File: src/hw/rshd_regs.svh
// bit positions, menu numbers, glyph codes and reset values of the status display
`ifndef RSHD_REGS_SVH
`define RSHD_REGS_SVH
// ***********************************
// status word bit positions
// ***********************************
`define RSHD_BIT_FWD 0
`define RSHD_BIT_REV 1
`define RSHD_BIT_DCB 2
`define RSHD_BIT_OFF 3
`define RSHD_BIT_BRK 4
`define RSHD_BIT_BUS 5
`define RSHD_BIT_TQL 6
`define RSHD_BIT_VLT 7
`define RSHD_BIT_CUR 8
`define RSHD_BIT_RUP 9
`define RSHD_BIT_RDN 10
`define RSHD_BIT_FLT 11
`define RSHD_BIT_LNK 12
`define RSHD_BIT_RSV_LO 13
`define RSHD_BIT_RSV_HI 14
`define RSHD_BIT_BSY 15
`define RSHD_STATUS_RST 16'h0000
// ***********************************
// menu and item numbers
// ***********************************
`define RSHD_SCOPE_FULL 2'h2
`define RSHD_MENU_MON 3'h3
`define RSHD_MENU_IO 3'h4
`define RSHD_MENU_RST 3'h0
`define RSHD_ITEM_RST 5'h00
`define RSHD_ITEM_STATUS 5'h07
`define RSHD_ITEM_TERM 5'h00
`define RSHD_ITEM_LINK 5'h01
// ***********************************
// glyph codes and segment patterns
// ***********************************
`define RSHD_GLY_DASH 5'h10
`define RSHD_GLY_BLANK 5'h11
`define RSHD_SEG_DASH 7'h40
`define RSHD_SEG_OFF 7'h00
`endif

File: src/hw/rshd_pkg.sv
// types shared by the running status display
package rshd_pkg;
	typedef struct packed {
		logic write_busy;
		logic link_command_enable_flag;
		logic fault_active_flag;
		logic ramp_down_flag;
		logic ramp_up_flag;
		logic current_limit_flag;
		logic voltage_limit_flag;
		logic torque_limit_flag;
		logic bus_voltage_ok_flag;
		logic braking_flag;
		logic output_off_flag;
		logic dc_injection_flag;
		logic reverse_run_flag;
		logic forward_run_flag;
	} rshd_flags_type;
	typedef struct packed {
		logic enter;
		logic up;
		logic down;
		logic prog;
	} rshd_keys_type;
	typedef enum logic [1:0] {
		RSHD_RUN,
		RSHD_MENU,
		RSHD_LIST,
		RSHD_DATA
	} rshd_state_type;
	typedef logic [4:0] rshd_glyph_type;
endpackage

File: src/hw/rshd_status_display.sv
// running status word, keypad menu walk and four-digit monitor drive
`timescale 1ns/1ps
`include "rshd_regs.svh"
// Function
// - sixteen-bit status word, one flag per bit with bits 14-13 held at zero, refreshed every cycle.
// - bit 15 high while a parameter write is in progress.
// - bit 12 high while the link holds run and frequency authority.
// - bit 11 high while an alarm is active.
// - bit 3 high while the output stage is shut off.
// - bit 8 high under current limiting.
// - bit 7 high under voltage limiting.
// - bit 6 high under torque limiting.
// - bit 5 high while bus voltage is above the undervoltage level.
// - bit 1 high in reverse running; bit 9 high while ramping up.
// - bit 0 high in forward running only.
// - four nibbles to four digits, bits 15-12 on the left.
// - nibbles ten to fifteen shown as A b C d E F.
// - start in running mode; enter opens the function menu.
// - I/O check menu offered only when menu scope equals two.
// - up or down toggles segment and hex view on terminal items.
// - program key leaves data for list, then list for menu.
module rshd_status_display (
	input wire logic clk_i,
	input wire logic resetn_i,
	input rshd_pkg::rshd_flags_type flags_i,
	input rshd_pkg::rshd_keys_type keys_i,
	input wire logic [1:0] menu_scope_setting_i,
	input wire logic [15:0] io_terminal_i,
	input wire logic [15:0] io_link_terminal_i,
	output logic [15:0] status_word_o,
	output logic [6:0] display_digit_high_o,
	output logic [6:0] display_digit_upper_mid_o,
	output logic [6:0] display_digit_lower_mid_o,
	output logic [6:0] display_digit_low_o,
	output logic programming_mode_o,
	output logic hex_view_o
);
	import rshd_pkg::*;

	// ***********************************
	// status word
	// ***********************************
	logic [15:0] status_d;
	logic [15:0] status_q;
	always_comb begin
		status_d = `RSHD_STATUS_RST;
		status_d[`RSHD_BIT_BSY] = flags_i.write_busy;
		status_d[`RSHD_BIT_RSV_HI] = 1'b0;
		status_d[`RSHD_BIT_RSV_LO] = 1'b0;
		status_d[`RSHD_BIT_LNK] = flags_i.link_command_enable_flag;
		status_d[`RSHD_BIT_FLT] = flags_i.fault_active_flag;
		status_d[`RSHD_BIT_RDN] = flags_i.ramp_down_flag;
		status_d[`RSHD_BIT_RUP] = flags_i.ramp_up_flag;
		status_d[`RSHD_BIT_CUR] = flags_i.current_limit_flag;
		status_d[`RSHD_BIT_VLT] = flags_i.voltage_limit_flag;
		status_d[`RSHD_BIT_TQL] = flags_i.torque_limit_flag;
		status_d[`RSHD_BIT_BUS] = flags_i.bus_voltage_ok_flag;
		status_d[`RSHD_BIT_BRK] = flags_i.braking_flag;
		status_d[`RSHD_BIT_OFF] = flags_i.output_off_flag;
		status_d[`RSHD_BIT_DCB] = flags_i.dc_injection_flag;
		status_d[`RSHD_BIT_REV] = flags_i.reverse_run_flag;
		// forward and reverse both asserted is a drive fault; forward is dropped
		status_d[`RSHD_BIT_FWD] = flags_i.forward_run_flag & ~flags_i.reverse_run_flag;
	end
	always_ff @(posedge clk_i or negedge resetn_i) begin
		if (!resetn_i) begin
			status_q <= `RSHD_STATUS_RST;
		end else begin
			status_q <= status_d;
		end
	end

	// ***********************************
	// keypad
	// ***********************************
	rshd_keys_type press;
	rshd_key_sync u_keys (
		.clk_i(clk_i),
		.resetn_i(resetn_i),
		.keys_i(keys_i),
		.press_o(press)
	);

	// ***********************************
	// menu walk
	// ***********************************
	rshd_state_type state_d;
	rshd_state_type state_q;
	logic [2:0] menu_d;
	logic [2:0] menu_q;
	logic [4:0] item_d;
	logic [4:0] item_q;
	logic hex_d;
	logic hex_q;
	wire io_hidden = menu_scope_setting_i != `RSHD_SCOPE_FULL;
	wire [2:0] menu_inc = menu_q + 3'h1;
	wire [2:0] menu_dec = menu_q - 3'h1;
	wire [2:0] menu_next = (io_hidden && menu_inc == `RSHD_MENU_IO) ? menu_inc + 3'h1 : menu_inc;
	wire [2:0] menu_prev = (io_hidden && menu_dec == `RSHD_MENU_IO) ? menu_dec - 3'h1 : menu_dec;
	wire on_io = menu_q == `RSHD_MENU_IO;
	wire term_item = on_io && (item_q == `RSHD_ITEM_TERM || item_q == `RSHD_ITEM_LINK);
	// a press of two keys in one cycle: program wins, then enter, then arrows
	always_comb begin
		state_d = state_q;
		menu_d = menu_q;
		item_d = item_q;
		hex_d = hex_q;
		case (state_q)
			RSHD_RUN: begin
				if (press.enter) begin
					state_d = RSHD_MENU;
					menu_d = `RSHD_MENU_RST;
				end
			end
			RSHD_MENU: begin
				if (press.prog) begin
					state_d = RSHD_RUN;
				end else if (press.enter) begin
					state_d = RSHD_LIST;
					item_d = `RSHD_ITEM_RST;
				end else if (press.up) begin
					menu_d = menu_next;
				end else if (press.down) begin
					menu_d = menu_prev;
				end else if (io_hidden && on_io) begin
					// scope narrowed while parked on the hidden entry
					menu_d = `RSHD_MENU_RST;
				end
			end
			RSHD_LIST: begin
				if (press.prog) begin
					state_d = RSHD_MENU;
				end else if (press.enter) begin
					state_d = RSHD_DATA;
					hex_d = 1'b0;
				end else if (press.up) begin
					item_d = item_q + 5'h01;
				end else if (press.down) begin
					item_d = item_q - 5'h01;
				end
			end
			RSHD_DATA: begin
				if (press.prog) begin
					state_d = RSHD_LIST;
				end else if ((press.up || press.down) && term_item) begin
					hex_d = ~hex_q;
				end
			end
			default: begin
				state_d = RSHD_RUN;
			end
		endcase
	end
	always_ff @(posedge clk_i or negedge resetn_i) begin
		if (!resetn_i) begin
			state_q <= RSHD_RUN;
			menu_q <= `RSHD_MENU_RST;
			item_q <= `RSHD_ITEM_RST;
			hex_q <= 1'b0;
		end else begin
			state_q <= state_d;
			menu_q <= menu_d;
			item_q <= item_d;
			hex_q <= hex_d;
		end
	end

	// ***********************************
	// digit selection
	// ***********************************
	wire [15:0] term_word = (item_q == `RSHD_ITEM_LINK) ? io_link_terminal_i : io_terminal_i;
	wire show_status = state_q == RSHD_RUN ||
		(state_q == RSHD_DATA && menu_q == `RSHD_MENU_MON && item_q == `RSHD_ITEM_STATUS);
	wire show_term = state_q == RSHD_DATA && term_item;
	wire show_raw = show_term && !hex_q;
	// all terminals open lights segment g everywhere, so a dark panel means no power
	wire term_quiet = term_word == 16'h0000;
	rshd_glyph_type glyph [4];
	logic [6:0] dec_seg [4];
	logic [6:0] raw_seg [4];
	logic [6:0] pick_seg [4];
	logic [6:0] digit_q [4];
	genvar d;
	generate
		for (d = 0; d < 4; d++) begin : g_digit
			// digit 3 is the leftmost and carries bits 15-12
			wire [3:0] stat_nib = status_q[d*4 +: 4];
			wire [3:0] term_nib = term_word[d*4 +: 4];
			wire [4:0] list_gly = (d == 3) ? {2'b00, menu_q} :
				(d == 2) ? `RSHD_GLY_DASH :
				(d == 1) ? {4'h0, item_q[4]} : {1'b0, item_q[3:0]};
			wire [4:0] menu_gly = (d == 3) ? {2'b00, menu_q} : `RSHD_GLY_DASH;
			assign glyph[d] = show_status ? {1'b0, stat_nib} :
				show_term ? {1'b0, term_nib} :
				(state_q == RSHD_MENU) ? menu_gly :
				(state_q == RSHD_LIST) ? list_gly : `RSHD_GLY_DASH;
			rshd_seg_decode u_dec (
				.glyph_i(glyph[d]),
				.seg_o(dec_seg[d])
			);
			// segment view: one terminal per segment a to d of each digit
			assign raw_seg[d] = term_quiet ? `RSHD_SEG_DASH : {3'b000, term_nib};
			assign pick_seg[d] = show_raw ? raw_seg[d] : dec_seg[d];
			always_ff @(posedge clk_i or negedge resetn_i) begin
				if (!resetn_i) begin
					digit_q[d] <= `RSHD_SEG_OFF;
				end else begin
					digit_q[d] <= pick_seg[d];
				end
			end
		end
	endgenerate
	assign display_digit_high_o = digit_q[3];
	assign display_digit_upper_mid_o = digit_q[2];
	assign display_digit_lower_mid_o = digit_q[1];
	assign display_digit_low_o = digit_q[0];
	assign status_word_o = status_q;
	assign programming_mode_o = state_q != RSHD_RUN;
	assign hex_view_o = hex_q;
endmodule

File: src/hw/rshd_key_sync.sv
// keypad pin synchroniser with one-cycle press pulses
`timescale 1ns/1ps
module rshd_key_sync (
	input wire logic clk_i,
	input wire logic resetn_i,
	input rshd_pkg::rshd_keys_type keys_i,
	output rshd_pkg::rshd_keys_type press_o
);
	import rshd_pkg::*;
	logic [3:0] meta_q;
	logic [3:0] sync_q;
	logic [3:0] last_q;
	logic [3:0] press_q;
	logic [3:0] pins;
	assign pins = keys_i;
	genvar k;
	generate
		for (k = 0; k < 4; k++) begin : g_key
			// edge taken after the second stage, never from the first
			always_ff @(posedge clk_i or negedge resetn_i) begin
				if (!resetn_i) begin
					meta_q[k] <= 1'b0;
					sync_q[k] <= 1'b0;
					last_q[k] <= 1'b0;
					press_q[k] <= 1'b0;
				end else begin
					meta_q[k] <= pins[k];
					sync_q[k] <= meta_q[k];
					last_q[k] <= sync_q[k];
					press_q[k] <= sync_q[k] & ~last_q[k];
				end
			end
		end
	endgenerate
	assign press_o = press_q;
endmodule

File: src/hw/rshd_seg_decode.sv
// nibble or special code to seven-segment pattern, gfedcba order
`timescale 1ns/1ps
`include "rshd_regs.svh"
module rshd_seg_decode (
	input rshd_pkg::rshd_glyph_type glyph_i,
	output logic [6:0] seg_o
);
	import rshd_pkg::*;
	always_comb begin
		case (glyph_i)
			5'h00: seg_o = 7'h3F;
			5'h01: seg_o = 7'h06;
			5'h02: seg_o = 7'h5B;
			5'h03: seg_o = 7'h4F;
			5'h04: seg_o = 7'h66;
			5'h05: seg_o = 7'h6D;
			5'h06: seg_o = 7'h7D;
			5'h07: seg_o = 7'h07;
			5'h08: seg_o = 7'h7F;
			5'h09: seg_o = 7'h6F;
			5'h0A: seg_o = 7'h77;
			5'h0B: seg_o = 7'h7C;
			5'h0C: seg_o = 7'h39;
			5'h0D: seg_o = 7'h5E;
			5'h0E: seg_o = 7'h79;
			5'h0F: seg_o = 7'h71;
			`RSHD_GLY_DASH: seg_o = `RSHD_SEG_DASH;
			default: seg_o = `RSHD_SEG_OFF;
		endcase
	end
endmodule

File: config.mk
export PLATFORM = sky130hd
export DESIGN_NAME = rshd_status_display
export DESIGN_NICKNAME = d
export VERILOG_FILES = /design/src/hw/rshd_pkg.sv /design/src/hw/rshd_status_display.sv /design/src/hw/rshd_key_sync.sv /design/src/hw/rshd_seg_decode.sv
export VERILOG_INCLUDE_DIRS = /design/src /design/src/hw
export SDC_FILE = /design/constraint.sdc
export NUM_CORES = 1
export LEC_CHECK = 0
export ABC_CLOCK_PERIOD_IN_PS = 4690
export BUFFER_PORTS_ARGS = -buffer_cell sky130_fd_sc_hd__clkbuf_2
export CAP_MARGIN = 20
export CORE_UTILIZATION = 55
export DETAILED_ROUTE_END_ITERATION = 10
export HOLD_SLACK_MARGIN = 0.03
export PLACE_DENSITY = 0.85
export SLEW_MARGIN = 20
export SYNTH_ARGS = -nofsm -noshare
export SYNTH_HDL_FRONTEND = slang
export SYNTH_HIERARCHICAL = 1
export SYNTH_SLANG_ARGS = --single-unit
File: constraint.sdc
create_clock -name clk_i -period 4.69 [get_ports clk_i]
set_input_delay 0.2345 -clock clk_i [delete_from_list [all_inputs] [get_ports clk_i]]
set_output_delay 0.2345 -clock clk_i [all_outputs]
set_load 0.05 [all_outputs]
==> impl_metrics.py <==
metrics = {
    "worst_setup_path": {
        "r2r-start": "menu_q[0]",
        "arrival_ns": 4.16,
        "reg2reg_to": "display_digit_low_o[3]",
        "critical_path_required_ns": 4.97,
        "end_kind": "flop",
        "worstPathMaxFanout": 23,
        "r2r_cells": 14,
        "rrSetupSlack_ns": 0.80,
        "cp-startpoint": "menu_q[0]",
        "startpoint_type": "flop",
        "path_class": "reg -> reg",
        "crit_end": "display_digit_low_o[3]",
    },
    "final_layout": {
        "antenna_cells": 0,
        "final_cells": 706,
        "area_delta_synth_final_pct": 18.4,
        "stdcell_area_um2": 5540,
        "drive_above_1_share_pct": 25.3,
        "num-fill-cells": 631,
        "nNetsFinal": 696,
    },
    "route": {
        "wirelength_mm": 10.8,
        "drt_iter0_markers": 275,
        "via_per_inst": 5.65,
        "first_pass_iters": 5,
        "drc": 0,
        "vias": 3990,
        "ant_nets": 0,
        "routedWlPerCell_um": 15.3,
    },
    "global_route": {
        "grt_util_all_layers_pct": 25.3,
        "grt_overflow": 0,
        "grt_first_pass_wirelength_mm": 17.3,
        "grt_pass1_vias": 3843,
        "grt_max_degree": 70,
        "antenna_found_initial": 0,
    },
    "synthesis": {
        "seq_area_frac_synth_pct": 36.9,
        "synth-seq-cells": 69,
        "synth_top_area_share_pct": 36.9,
        "ys_warn_count": 6,
        "synth.most_common_cell": "dfrtp_1",
        "synthArstFlopShare_pct": 100,
        "syn_area_um2": 4680,
        "yosys-top-cells-area": "dfrtp_1, ha_1, nor2_1, mux2i_1, a21oi_1",
        "synth-edff-count": 0,
        "synthDistinctLibCells": 68,
        "yosys.area.top_type": "dfrtp_1",
        "synthCells": 493,
        "ys.flop_type": "dfrtp_1",
        "syn_area_per_cell_um2": 9.50,
        "synth_common_cells": "dfrtp_1, nor2_1, ha_1",
    },
    "cts": {
        "root_buffer": "clkbuf_8",
        "clkLatencyLatePin_ns": 0.35,
        "cts_max_path_buffers": 2,
        "tritoncts": "done",
        "postCtsSetupBuffers": 0,
        "clock_sinks": 69,
        "htree_levels": 3,
        "ctsResizeCount": 0,
        "path_clk_slew_ns": 0.07,
        "hold_buffers": 17,
        "cts_buffers": 9,
    },
    "power": {
        "p_comb_share_pct": 61.3,
        "p_leak_nw": 2.62,
        "power.switching_mw": 1.77,
        "p_per_area_nw_per_um2": 648,
        "power.internal_mw": 1.83,
        "seq_power_share_pct": 24.9,
        "clkPwrFrac_pct": 13.8,
        "vdd_drop_max_mv": 0.307,
        "p_sw_share_pct": 49.1,
    },
    "place": {
        "gp_congestion": 0.917,
        "io_buffers": 97,
        "place_inst": 675,
        "dp_slack_ns": 0.851,
        "dp_hpwl_mm": 7.62,
        "placed_area_um2": 5170,
    },
    "sta": {
        "slew_violations": 0,
        "finalSetupViolations": 0,
        "post-route-min-period_ns": 3.89,
        "setup_ws_ns": 0.805,
        "worstMarginPinSlew_ns": 0.861,
        "max-slew-margin-rel_pct": 42.6,
        "fin_crit_sh_pct": 82.8,
        "rsz0062_at_grt": "no",
        "fmaxAchievable_mhz": 257,
        "finalClockSkew_ns": 0.00924,
        "fin_tns_setup_ns": 0,
        "report.final.hold_viol_count": 0,
    },
    "floorplan": {
        "dieHeight_um": 94.3,
        "die_x_um": 94.3,
        "ios": 100,
        "rows": 33,
        "placeableCoreArea_um2": 8220,
        "start_util_pct": 57.0,
        "dieArea_um2": 8890,
    },
    "flow_run": {
        "max_cap_viol_count": 0,
    },
    "run_status": {
        "status": "finished, final reports clean",
    },
    "hold_path": {
        "hp-class": "in -> async",
    },
}
==> cells in the final DEF (no fill, tap or decap), drive strengths merged, types with 3 or more instances in the layout <==
cell type    instances
clkbuf             109
dfrtp               69
nor2                57
ha                  44
a21oi               39
nand2               34
o21ai               27
inv                 23
mux2i               23
nor2b               22
dlygate4sd3         17
buf                 14
nand3                9
o31ai                9
nand2b               8
a211o                7
mux2                 7
a31oi                6
nand3b               6
nor3                 6
nand4                6
o21a                 5
nor4                 5
a21o                 4
xor2                 4
a221oi               4
o211ai               4
a211oi               4
or2                  3
nor4b                3
==> routing by layer <==
layer / up-vias / track usage, % / part of all wire (%)
li1: 1923 / - / -
met1: 1870 / 29.0 / 42
met2: 164 / 42.9 / 49
met3: 33 / 5.58 / 6.2
met4: 0 / 14.9 / 3.5
met5: - / 0 / 0
==> how the worst min path moves through the flow <==
stage / start / endpoint / cells past startpoint / slack, ns
after floorplan: resetn_i / display_digit_high_o[0] / 0 / -0.06
after global placement: u_keys/meta_q[3] / u_keys/sync_q[3] / 0 / 0.33
after detailed placement: u_keys/meta_q[0] / u_keys/sync_q[0] / 0 / 0.33
after CTS: flags_i[0] / status_word_o[0] / 2 / 0.10
after global routing: flags_i[0] / status_word_o[0] / 2 / 0.10
final: resetn_i / display_digit_upper_mid_o[5] / 2 / 0.07
==> metrics by stage <==
stage                     total power, mW  utilization, %  hold slack (ns)
after floorplan                      2.64               -          -0.0611
after global placement               2.99            63.0            0.334
after detailed placement             3.06            63.0            0.335
after CTS                            3.58            67.4            0.102
after global routing                 3.84            67.4            0.100
final                                3.59            67.4           0.0705
==> sequential cells by signal, summed over array words and instances (netlist names), 4 cells and up <==
register	cells
item_q	5
display_digit_lower_mid_o	7
status_word_o	14
u_keys/sync_q	4
u_keys/last_q	4
display_digit_high_o	7
u_keys/meta_q	4
display_digit_upper_mid_o	7
display_digit_low_o	7
u_keys/press_o	4
==> logic make-up after synthesis <==
logic type,after synthesis,synth area share [%]
AND/OR/NAND/NOR,166,19.3
AO/OA/AOI/OAI,121,16.7
adder cells (fa/ha/maj),44,11.8
multiplexers,30,7.16
buffers and inverters,57,7.16
other,1,0.0801
XOR/XNOR,5,0.935
flip-flops,69,36.9
==> power groups by stage <==
stage / Combinational, mW / Clock [mW] / Sequential (mW)
6_report: 2.20 / 0.495 / 0.893
5_1_grt: 2.39 / 0.533 / 0.911
4_1_cts: 2.19 / 0.505 / 0.890
3_5_place_dp: 2.16 / 0 / 0.901
3_3_place_gp: 2.10 / 0 / 0.891
2_1_floorplan: 1.33 / 0 / 1.31
==> layout make-up <==
class | instances | area, um^2 | share of cell area, %
Multi-Input combinational cell | 368 | 2650 | 47.7
Sequential cell | 69 | 1730 | 31.2
Timing Repair Buffer | 127 | 753 | 13.6
Clock buffer | 13 | 169 | 3.05
Tap cell | 105 | 131 | 2.37
Inverter | 23 | 86.3 | 1.56
Clock inverter | 1 | 30.0 | 0.542
==> critical path: stages, from the launching register on <==
cell	delay, ns
dfrtp_1	0.48
inv_1	0.17
ha_1	0.19
nand4b_1	0.19
or3_1	0.69
nor2_1	0.21
a31oi_1	0.05
o21ai_0	0.58
inv_1	0.20
ha_1	0.27
nor2b_1	0.16
a211o_2	0.33
a21oi_2	0.13
nor2_1	0.05
a21oi_1	0.12
(Power assumes the default switching activity.)
